## src/core/exmb_map.svh

```systemverilog
// constants of the external memory bus pin block
`ifndef EXMB_MAP_SVH
`define EXMB_MAP_SVH
`define EXMB_ONCHIP_TOP   16'h3FFF
`define EXMB_STRAP_RESET  1'b0
`define EXMB_RANGE_ALL    2'h3
`define EXMB_RANGE_LO64K  2'h2
`define EXMB_RANGE_HI     2'h1
`define EXMB_RANGE_NONE   2'h0
`define EXMB_HALF_MARK    16'h8000
`define EXMB_ALE_CYCLES   1
`define EXMB_DATA_CYCLES  2
`endif

```

## src/core/exmb_pkg.sv

```systemverilog
// types of the external memory bus pin block
`default_nettype none
package exmb_pkg;
  typedef enum logic [4:0] {
    EXMB_IDLE  = 5'h01,
    EXMB_ALE   = 5'h02,
    EXMB_HOLD  = 5'h04,
    EXMB_DATA  = 5'h08,
    EXMB_DONE  = 5'h10
  } exmb_state_type;
endpackage : exmb_pkg
`default_nettype wire

```

## src/core/exmb_sel_if.sv

```systemverilog
// route signals between the bus sequencer and the fetch router
`timescale 1ns/1ps
`default_nettype none
interface exmb_sel_if;
  logic        strap_n_latched;
  logic [15:0] addr;
  logic        is_code;
  logic        go_external;
  modport router (input strap_n_latched, input addr, input is_code,
                  output go_external);
  modport seq (output strap_n_latched, output addr, output is_code,
               input go_external);
endinterface : exmb_sel_if
`default_nettype wire

```

## src/core/exmb_router.sv

```systemverilog
// decides whether an access goes on-chip or off-chip
`timescale 1ns/1ps
`default_nettype none
`include "exmb_map.svh"
module exmb_router (
  exmb_sel_if.router sel
);
  // strap low: all code off-chip; high: off-chip only above on-chip top
  always_comb begin
    if (!sel.is_code)
      sel.go_external = 1'b1;
    else if (!sel.strap_n_latched)
      sel.go_external = 1'b1;
    else
      sel.go_external = (sel.addr > `EXMB_ONCHIP_TOP);
  end
endmodule : exmb_router
`default_nettype wire

```

## src/core/exmb_bus.sv

```systemverilog
// external memory bus pin sequencer
// What this block does
// - ALE marks each external bus cycle with address valid
// - non-page: port zero muxes A7:0/data, port two upper
// - page: port zero low address, port two shared
// - select low sends all fetches off-chip
// - select high: on-chip if in range
// - select captured at reset, later changes ignored
// - code strobe asserted within configured range
// - data read strobe on external data reads
`timescale 1ns/1ps
`default_nettype none
`include "exmb_map.svh"
module exmb_bus (
  input  wire logic        REF_CLK,
  input  wire logic        SRST,
  input  wire logic        CODE_ACCESS_SELECT_N,
  input  wire logic        PAGE_MODE,
  input  wire logic        STROBE_RANGE_SEL_HI,
  input  wire logic        STROBE_RANGE_SEL_LO,
  input  wire logic        REQ_VALID,
  input  wire logic        REQ_CODE,
  input  wire logic        REQ_WRITE,
  input  wire logic [15:0] REQ_ADDR,
  input  wire logic [7:0]  REQ_WDATA,
  output logic             REQ_READY,
  output logic             RSP_VALID,
  output logic             RSP_EXTERNAL,
  output logic [7:0]       RSP_RDATA,
  output logic             ALE,
  output logic             CODE_READ_STROBE_N,
  output logic             DATA_READ_STROBE_N,
  output logic             DATA_WRITE_STROBE_N,
  input  wire logic [7:0]  PORT_ZERO_IN,
  output logic [7:0]       PORT_ZERO_OUT,
  output logic [7:0]       PORT_ZERO_OE,
  input  wire logic [7:0]  PORT_TWO_IN,
  output logic [7:0]       PORT_TWO_OUT,
  output logic [7:0]       PORT_TWO_OE
);
  // ------------------------------------------------------------
  // routing
  // ------------------------------------------------------------
  exmb_sel_if sel ();
  exmb_router u_router (.sel(sel));

  exmb_pkg::exmb_state_type state_r, state_nxt;
  logic        strap_r, strap_nxt;
  logic [15:0] addr_r, addr_nxt;
  logic [7:0]  wdata_r, wdata_nxt;
  logic        code_r, code_nxt;
  logic        write_r, write_nxt;
  logic        ext_r, ext_nxt;
  logic        page_r, page_nxt;
  logic [1:0]  cnt_r, cnt_nxt;
  logic [7:0]  rdata_r, rdata_nxt;
  logic        rvalid_r, rvalid_nxt;
  logic        rext_r, rext_nxt;

  assign sel.strap_n_latched = strap_r;
  assign sel.addr         = REQ_ADDR;
  assign sel.is_code      = REQ_CODE;

  // code strobe window from the two range bits
  function automatic logic in_range(input logic [1:0] rsel,
                                    input logic [15:0] a);
    if (rsel == `EXMB_RANGE_ALL)
      in_range = 1'b1;
    else if (rsel == `EXMB_RANGE_LO64K)
      in_range = (a < `EXMB_HALF_MARK);
    else if (rsel == `EXMB_RANGE_HI)
      in_range = (a >= `EXMB_HALF_MARK);
    else
      in_range = 1'b0;
  endfunction : in_range

  // ------------------------------------------------------------
  // sequencer
  // ------------------------------------------------------------
  always_comb begin
    state_nxt  = state_r;
    strap_nxt  = strap_r;
    addr_nxt   = addr_r;
    wdata_nxt  = wdata_r;
    code_nxt   = code_r;
    write_nxt  = write_r;
    ext_nxt    = ext_r;
    page_nxt   = page_r;
    cnt_nxt    = cnt_r;
    rdata_nxt  = rdata_r;
    rvalid_nxt = 1'b0;
    rext_nxt   = rext_r;
    // strap sampled while reset is held, frozen afterwards
    if (SRST)
      strap_nxt = CODE_ACCESS_SELECT_N;
    case (state_r)
      exmb_pkg::EXMB_IDLE: begin
        if (REQ_VALID) begin
          addr_nxt  = REQ_ADDR;
          wdata_nxt = REQ_WDATA;
          code_nxt  = REQ_CODE;
          write_nxt = REQ_WRITE & ~REQ_CODE;
          ext_nxt   = sel.go_external;
          page_nxt  = PAGE_MODE;
          if (sel.go_external)
            state_nxt = exmb_pkg::EXMB_ALE;
          else
            state_nxt = exmb_pkg::EXMB_DONE;
        end
      end
      exmb_pkg::EXMB_ALE:
        state_nxt = exmb_pkg::EXMB_HOLD;
      exmb_pkg::EXMB_HOLD: begin
        cnt_nxt   = 2'h0;
        state_nxt = exmb_pkg::EXMB_DATA;
      end
      exmb_pkg::EXMB_DATA: begin
        cnt_nxt = cnt_r + 2'h1;
        if (cnt_r == 2'(`EXMB_DATA_CYCLES - 1)) begin
          rdata_nxt = page_r ? PORT_TWO_IN : PORT_ZERO_IN;
          state_nxt = exmb_pkg::EXMB_DONE;
        end
      end
      exmb_pkg::EXMB_DONE: begin
        rvalid_nxt = 1'b1;
        rext_nxt   = ext_r;
        if (!ext_r)
          rdata_nxt = 8'h00;
        state_nxt  = exmb_pkg::EXMB_IDLE;
      end
      default:
        state_nxt = exmb_pkg::EXMB_IDLE;
    endcase
    if (SRST)
      state_nxt = exmb_pkg::EXMB_IDLE;
  end

  always_ff @(posedge REF_CLK) begin
    if (SRST) begin
      state_r  <= exmb_pkg::EXMB_IDLE;
      addr_r   <= 16'h0000;
      wdata_r  <= 8'h00;
      code_r   <= 1'b0;
      write_r  <= 1'b0;
      ext_r    <= 1'b0;
      page_r   <= 1'b0;
      cnt_r    <= 2'h0;
      rdata_r  <= 8'h00;
      rvalid_r <= 1'b0;
      rext_r   <= 1'b0;
    end else begin
      state_r  <= state_nxt;
      addr_r   <= addr_nxt;
      wdata_r  <= wdata_nxt;
      code_r   <= code_nxt;
      write_r  <= write_nxt;
      ext_r    <= ext_nxt;
      page_r   <= page_nxt;
      cnt_r    <= cnt_nxt;
      rdata_r  <= rdata_nxt;
      rvalid_r <= rvalid_nxt;
      rext_r   <= rext_nxt;
    end
    strap_r <= strap_nxt; // captured by the clock, not by reset
  end

  // ------------------------------------------------------------
  // pins
  // ------------------------------------------------------------
  logic addr_phase, data_phase, drive_data;
  assign addr_phase = (state_r == exmb_pkg::EXMB_ALE) ||
                      (state_r == exmb_pkg::EXMB_HOLD);
  assign data_phase = (state_r == exmb_pkg::EXMB_DATA);
  assign drive_data = data_phase & write_r;

  assign REQ_READY    = (state_r == exmb_pkg::EXMB_IDLE);
  assign RSP_VALID    = rvalid_r;
  assign RSP_EXTERNAL = rext_r;
  assign RSP_RDATA    = rdata_r;
  // single pulse; address stays one more cycle past its fall
  assign ALE = (state_r == exmb_pkg::EXMB_ALE);

  assign CODE_READ_STROBE_N = ~(data_phase & code_r &
    in_range({STROBE_RANGE_SEL_HI, STROBE_RANGE_SEL_LO}, addr_r));
  assign DATA_READ_STROBE_N  = ~(data_phase & ~code_r & ~write_r);
  assign DATA_WRITE_STROBE_N = ~drive_data;

  // page mode keeps low address on port zero for the whole cycle
  always_comb begin
    if (page_r) begin
      PORT_ZERO_OUT = addr_r[7:0];
      PORT_ZERO_OE  = (addr_phase | data_phase) ? 8'hFF : 8'h00;
      PORT_TWO_OUT  = addr_phase ? addr_r[15:8] : wdata_r;
      PORT_TWO_OE   = (addr_phase | drive_data) ? 8'hFF : 8'h00;
    end else begin
      PORT_ZERO_OUT = addr_phase ? addr_r[7:0] : wdata_r;
      PORT_ZERO_OE  = (addr_phase | drive_data) ? 8'hFF : 8'h00;
      PORT_TWO_OUT  = addr_r[15:8];
      PORT_TWO_OE   = (addr_phase | data_phase) ? 8'hFF : 8'h00;
    end
  end
endmodule : exmb_bus
`default_nettype wire

```

## config.mk

```make
export PLATFORM = sky130hd
export DESIGN_NAME = exmb_bus
export DESIGN_NICKNAME = d
export VERILOG_FILES = /design/src/core/exmb_pkg.sv /design/src/core/exmb_sel_if.sv /design/src/core/exmb_router.sv /design/src/core/exmb_bus.sv
export VERILOG_INCLUDE_DIRS = /design/src /design/src/core
export SDC_FILE = /design/constraint.sdc
export NUM_CORES = 1
export LEC_CHECK = 0
export BUFFER_PORTS_ARGS = -buffer_cell sky130_fd_sc_hd__buf_2
export CAP_MARGIN = 0
export CORE_ASPECT_RATIO = 0.9
export CORE_MARGIN = 2
export CORE_UTILIZATION = 53
export CTS_BUF_LIST = sky130_fd_sc_hd__clkbuf_2
export CTS_CLUSTER_DIAMETER = 50
export DETAILED_ROUTE_END_ITERATION = 12
export GPL_ROUTABILITY_DRIVEN = 0
export PLACE_DENSITY = 0.91
export SETUP_SLACK_MARGIN = 0.3
export SLEW_MARGIN = 30
export SYNTH_ARGS = -nofsm -noshare
export SYNTH_HDL_FRONTEND = slang
export SYNTH_HIERARCHICAL = 1
export SYNTH_SLANG_ARGS = --single-unit
```

## constraint.sdc

```tcl
create_clock -name REF_CLK -period 2.6 [get_ports REF_CLK]
set_clock_uncertainty 0.05 [all_clocks]
set_input_delay 0.13 -clock REF_CLK [delete_from_list [all_inputs] [get_ports REF_CLK]]
set_output_delay 0.13 -clock REF_CLK [all_outputs]
set_load 0.1 [all_outputs]
```

# Word-level counts from Yosys, hierarchy flattened
# Cells that the tools add are included.
# totals
output_inout_bits,47
register_bits,46
in_bits,49
# op_classes
order_cmp,3
reduce_logical,6
n_bitwise,14
eq_ne,12
mux,23
add_sub_neg,1
# op_table
op,n
8-bit two-way mux,11
5-bit one-hot mux with 4 select lines,1
16-bit >= comparator (second input constant),1
16-bit by 14-bit greater-than comparator with 1-bit output (second input constant),1
16-bit < comparator (second input constant),1
8-bit one-hot mux with 2 select lines,1
5-bit two-way mux,3
1-bit AND,6
1-bit two-way mux,6
1-bit NOT,6
5-bit by 1-bit == test with 1-bit output (second input constant),1
5-bit by 2-bit == test with 1-bit output (second input constant),1
5-bit by 3-bit == test with 1-bit output (second input constant),1
5-bit by 4-bit == test with 1-bit output (second input constant),1
5-bit == test (second input constant),1
2-bit by 1-bit == test with 1-bit output (second input constant),2
2-bit == test (second input constant),2
2-bit inequality test (second input constant),2
2-bit one-hot mux with 2 select lines,1
2-bit AND reduction,2
2-bit nonzero test,2
3-bit AND reduction,1
2-bit by 1-bit adder with 2-bit output (second input constant),1
2-bit by 1-bit inequality test with 1-bit output (second input constant),1
other kinds (2),3

# Longest topological paths before layout
# depth
depth_word,6
ltp_mapped,7
depth_no_buf,5

# Cells and area by module
# Netlist, hierarchy kept.
# by_module_without_submodules
mod,instances,cells_per_inst,area_each_um2
exmb_bus,1,270,2250.9
exmb_router,1,1,11.3

# Worst setup path after synthesis
# OpenSTA, ideal clock, no wires.
# synth_timing
path_type,flip-flop to output port
startpoint,register state_r[4]
endpoint,output port ALE
path_stages_with_launch,5
arrival_ns,2.738
path_buffers,1
t_required_ns,2.420
setup_slack_ns,-0.318
path_cell_list,dfxtp_1 -> buf_6 -> nor2_1 -> nand2_1 -> nor3_1
# synth_via
elab_chain_cells,1
# synth_rtl
element,line_no,rtl
"start, declared",exmb_bus.sv:47,"exmb_pkg::exmb_state_type state_r, state_nxt;"
"start signal, assigned",exmb_bus.sv:140,state_r <= exmb_pkg::EXMB_IDLE;
"start signal, assigned",exmb_bus.sv:152,state_r <= state_nxt;
5-bit by 2-bit == test with 1-bit output,exmb_bus.sv:181,assign ALE = (state_r == exmb_pkg::EXMB_ALE);
"end, declared",exmb_bus.sv:30,"output logic ALE,"
# Every way passes these cells.

# Worst setup path after layout
# layout_timing
startpoint,register state_r[4]
endpoint,output port PORT_TWO_OUT[1]
# layout_via
elab_chain_cells,4
# layout_rtl
element,line_no,rtl
5-bit by 2-bit == test with 1-bit output / 5-bit by 3-bit == test with 1-bit output (equally long branches),"exmb_bus.sv:171, exmb_bus.sv:172",
1-bit logical OR *,exmb_bus.sv:171,assign addr_phase = (state_r == exmb_pkg::EXMB_ALE) ||
8-bit two-way mux *,exmb_bus.sv:193,PORT_TWO_OUT = addr_phase ? addr_r[15:8] : wdata_r;
8-bit two-way mux *,exmb_bus.sv:190,if (page_r) begin
"end, declared",exmb_bus.sv:38,"output logic [7:0] PORT_TWO_OUT,"
# Mark *: on every way between the ends. The rest lies on a longest branch, timed or not.

==> results.json <==
{
  "status": "finished clean",
  "yosys.area_share.simple_pct": 21.90,
  "viasPerCell": 5.921,
  "crit_start": "state_r[4]",
  "r2r_start": "state_r[2]",
  "wl_per_cell_um": 18.41,
  "synthAdderAreaFrac_pct": 0.5531,
  "numCtsBuffers": 5,
  "maxClockFrequency_ghz": 0.4210,
  "crit_path_start_kind": "register",
  "drt-pass1-iter-count": 5,
  "path_buf_inv": 2,
  "synth-seq-cells": 46,
  "antenna_found_initial": 0,
  "ys_seq_area_share_pct": 41.15,
  "overflow": 0,
  "finalSetupViolCount": 0,
  "n_antenna_cell": 0,
  "synth.top_cell.area_share_pct": 39.82,
  "dpl_cell_area_um2": 2630,
  "drc": 0,
  "min_path_type": "in -> reg",
  "cp.depth": 5,
  "path_clk_slew_ps": 250,
  "syn_area_um2": 2262,
  "die-area_um2": 4808,
  "clk-insertion-delay-late_ps": 450,
  "tritoncts": "built",
  "h-tree-depth": 2,
  "drtAntennaViolNets": 0,
  "reg2reg_to": "addr_r[2]",
  "synth_mux_area_share_pct": 12.89,
  "grt_start_max_net_pins": 46,
  "fin_crit_sh_pct": 91.36,
  "slew_violations": 0,
  "fill_cells": 212,
  "crit_required_ps": 2420,
  "core-area_um2": 4101,
  "syn_inst": 271,
  "worstMarginPinSlew_ps": 829.7,
  "synth_top_family_by_area": "simple AND/OR/NAND/NOR gates",
  "power.density_nw_per_um2": 495.2,
  "synth_compound_area_share_pct": 14.10,
  "fp-row-count": 22,
  "rrSetupSlack_ps": 570,
  "cp_max_fo": 8,
  "hp-start": "PORT_TWO_IN[7]",
  "relSlewSlack_pct": 44.69,
  "area_growth_pct": 48.29,
  "avgSynthCellArea_um2": 8.347,
  "drt-initial-drc-count": 258,
  "cp_cell_sequence": "buf_6, nor4_4, nand2b_4, mux2_4, buf_12",
  "synth_cell_type_count": 36,
  "slowest_delay_ps": 420,
  "ys_warn_count": 6,
  "most-common-layout-cells": "buf_2 (60), nand2_1 (58), a21oi_1 (42)",
  "drv_cap": 0,
  "syn_nets": 321,
  "clk_path_buf_depth": 2,
  "final_common_cell": "buf_2",
  "grtUsageTotal_pct": 27.01,
  "synth_area_leaders": "dfxtp_1 (40%), mux2_2 (12%), nand2_1 (9.6%), a21oi_1 (9.3%), buf_4 (4.6%)",
  "crit_end": "PORT_TWO_OUT[1]",
  "final_cell_area_um2": 3354,
  "synth-xor-area-share_pct": 0.3872,
  "rsz0062_at_grt": "true",
  "grt_pass1_vias": 2192,
  "cts-root-buf": "clkbuf_2",
  "worstRegToRegCells": 6,
  "cts_sinks": 46,
  "leakagePower_nw": 1.484,
  "worstSetupEndpointType": "primary output",
  "crit_arrival_ps": 2200,
  "nets": 431,
  "hold_violations": 0,
  "dpl.hpwl_um": 3711,
  "worst-setup-path-type": "reg -> out",
  "routed-via-count": 2546,
  "die_w_um": 72.87,
  "grt_pass1_wl_um": 9984,
  "start_util_pct": 55.16,
  "finalPower_w": 0.001661,
  "totalWireLength_um": 7917,
  "yosysTopAreaCell": "dfxtp_1",
  "cp_top_family": "simple AND/OR/NAND/NOR gates",
  "finalSetupTns_ps": 0,
  "peakVddDrop_mv": 0.3684,
  "port-buffer-count": 95,
  "drive_above_1_share_pct": 41.36,
  "final_util_pct": 81.79,
  "num_io_pins": 96,
  "period_minus_slack_ps": 2375,
  "die_h_um": 65.98,
  "crit_slowest_cell": "dfxtp_4"
}
[synth_stat cells]
library cell and instances:
inv_1 4, buf_2 7, a21o_1 1, a21boi_2 1, nor3_2 1, or4b_4 1, nand2_1 58, nand4bb_1 1
nand2b_1 3, buf_1 1, o21ai_0 12, nor4_1 2, ha_1 1, nand3_1 3, nand3b_1 2, nor2b_1 3
xnor2_1 1, buf_4 14, buf_6 1, nor2_1 5, clkbuf_1 9, nor3b_1 2, mux2i_1 1, edfxtp_1 1
and4b_1 1, nand4b_1 1, a22oi_1 1, o21a_1 3, nand4_1 8, nor3_1 4, mux2_2 25, and3b_1 1
a21oi_1 42, dfxtp_1 45, or2_1 1, or3_1 4
[layout make-up]
type                       instances  area [um2]  share of cell area (%)
clock buffer                       6       30.03                  0.8952
inverter                           4       15.01                  0.4476
multi-input combinational        189        1217                   36.29
tap                               48       60.06                   1.790
timing repair buffer             135        1075                   32.04
clock inverter                     2       8.758                  0.2611
sequential                        46       948.4                   28.27
[sequential cells by signal (all words and copies together) (netlist names), 2 cells and up]
signal     flops
addr_r        16
state_r        5
wdata_r        8
cnt_r          2
RSP_RDATA      8
[report_power, final]
group / internal [W] / switching [W]
logic: 0.000198 / 0.000375
clock network: 0.0000661 / 0.000247
registers: 0.000742 / 0.0000342
total: 0.00101 / 0.000656
[repair_timing]
item	in CTS	in global routing
resized for setup	46	66
hold buffers	29	0
endpoints found under the hold margin	29	0
pin swaps	1	2
buffers inserted	7	2
setup endpoints to repair	35	36
[tightest hold or removal path, delay by kind of cell]
kind,cells,cell delay (ps)
and+or+nand+nor,1,80
AOI/OAI and AO/OA,1,130
buffers and inverters,1,70
muxes,1,130
[how the worst min path moves through the flow]
stage | to | cells past startpoint | slack [ps]
5_1_grt | RSP_RDATA[2] | 4 | 70
2_1_floorplan | sel.strap_n_latched | 0 | 180
3_3_place_gp | sel.strap_n_latched | 1 | 260
3_5_place_dp | sel.strap_n_latched | 1 | 260
4_1_cts | RSP_RDATA[7] | 4 | 90
6_report | RSP_RDATA[7] | 4 | 80
[kinds of logic (layout without fill, tap and decap cells)]
group,Yosys count,count (layout)
DFF,46,46
buffers and inverters,36,147
adders and majority gates,1,1
muxes,26,26
and+or+nand+nor,101,101
xor gates and xnor gates,1,1
AOI/OAI and AO/OA,60,60
[through the flow]
| step | hold WS, ps | setup WS [ps] | cells |
|---|---|---|---|
| 2_1_floorplan | 178.9 | 298.9 | 271 |
| 3_3_place_gp | 256.5 | 380.0 | 384 |
| 3_5_place_dp | 260.9 | 322.2 | 384 |
| 4_1_cts | 91.86 | 237.1 | 428 |
| 5_1_grt | 67.44 | 126.4 | 430 |
| 6_report | 81.29 | 224.6 | 430 |
[layer usage]
layer  wire length, um  GRT usage [%]  part of all wire [%]  vias to the layer above
met2              4014          47.84                    51                      162
met3               575          5.335                   7.3                       32
li1                  -              -                     -                     1139
met1              2970          30.82                    38                     1213
met4               356          13.19                   4.5                        0
met5                 0              0                     0                        -
(Power assumes the default switching activity.)
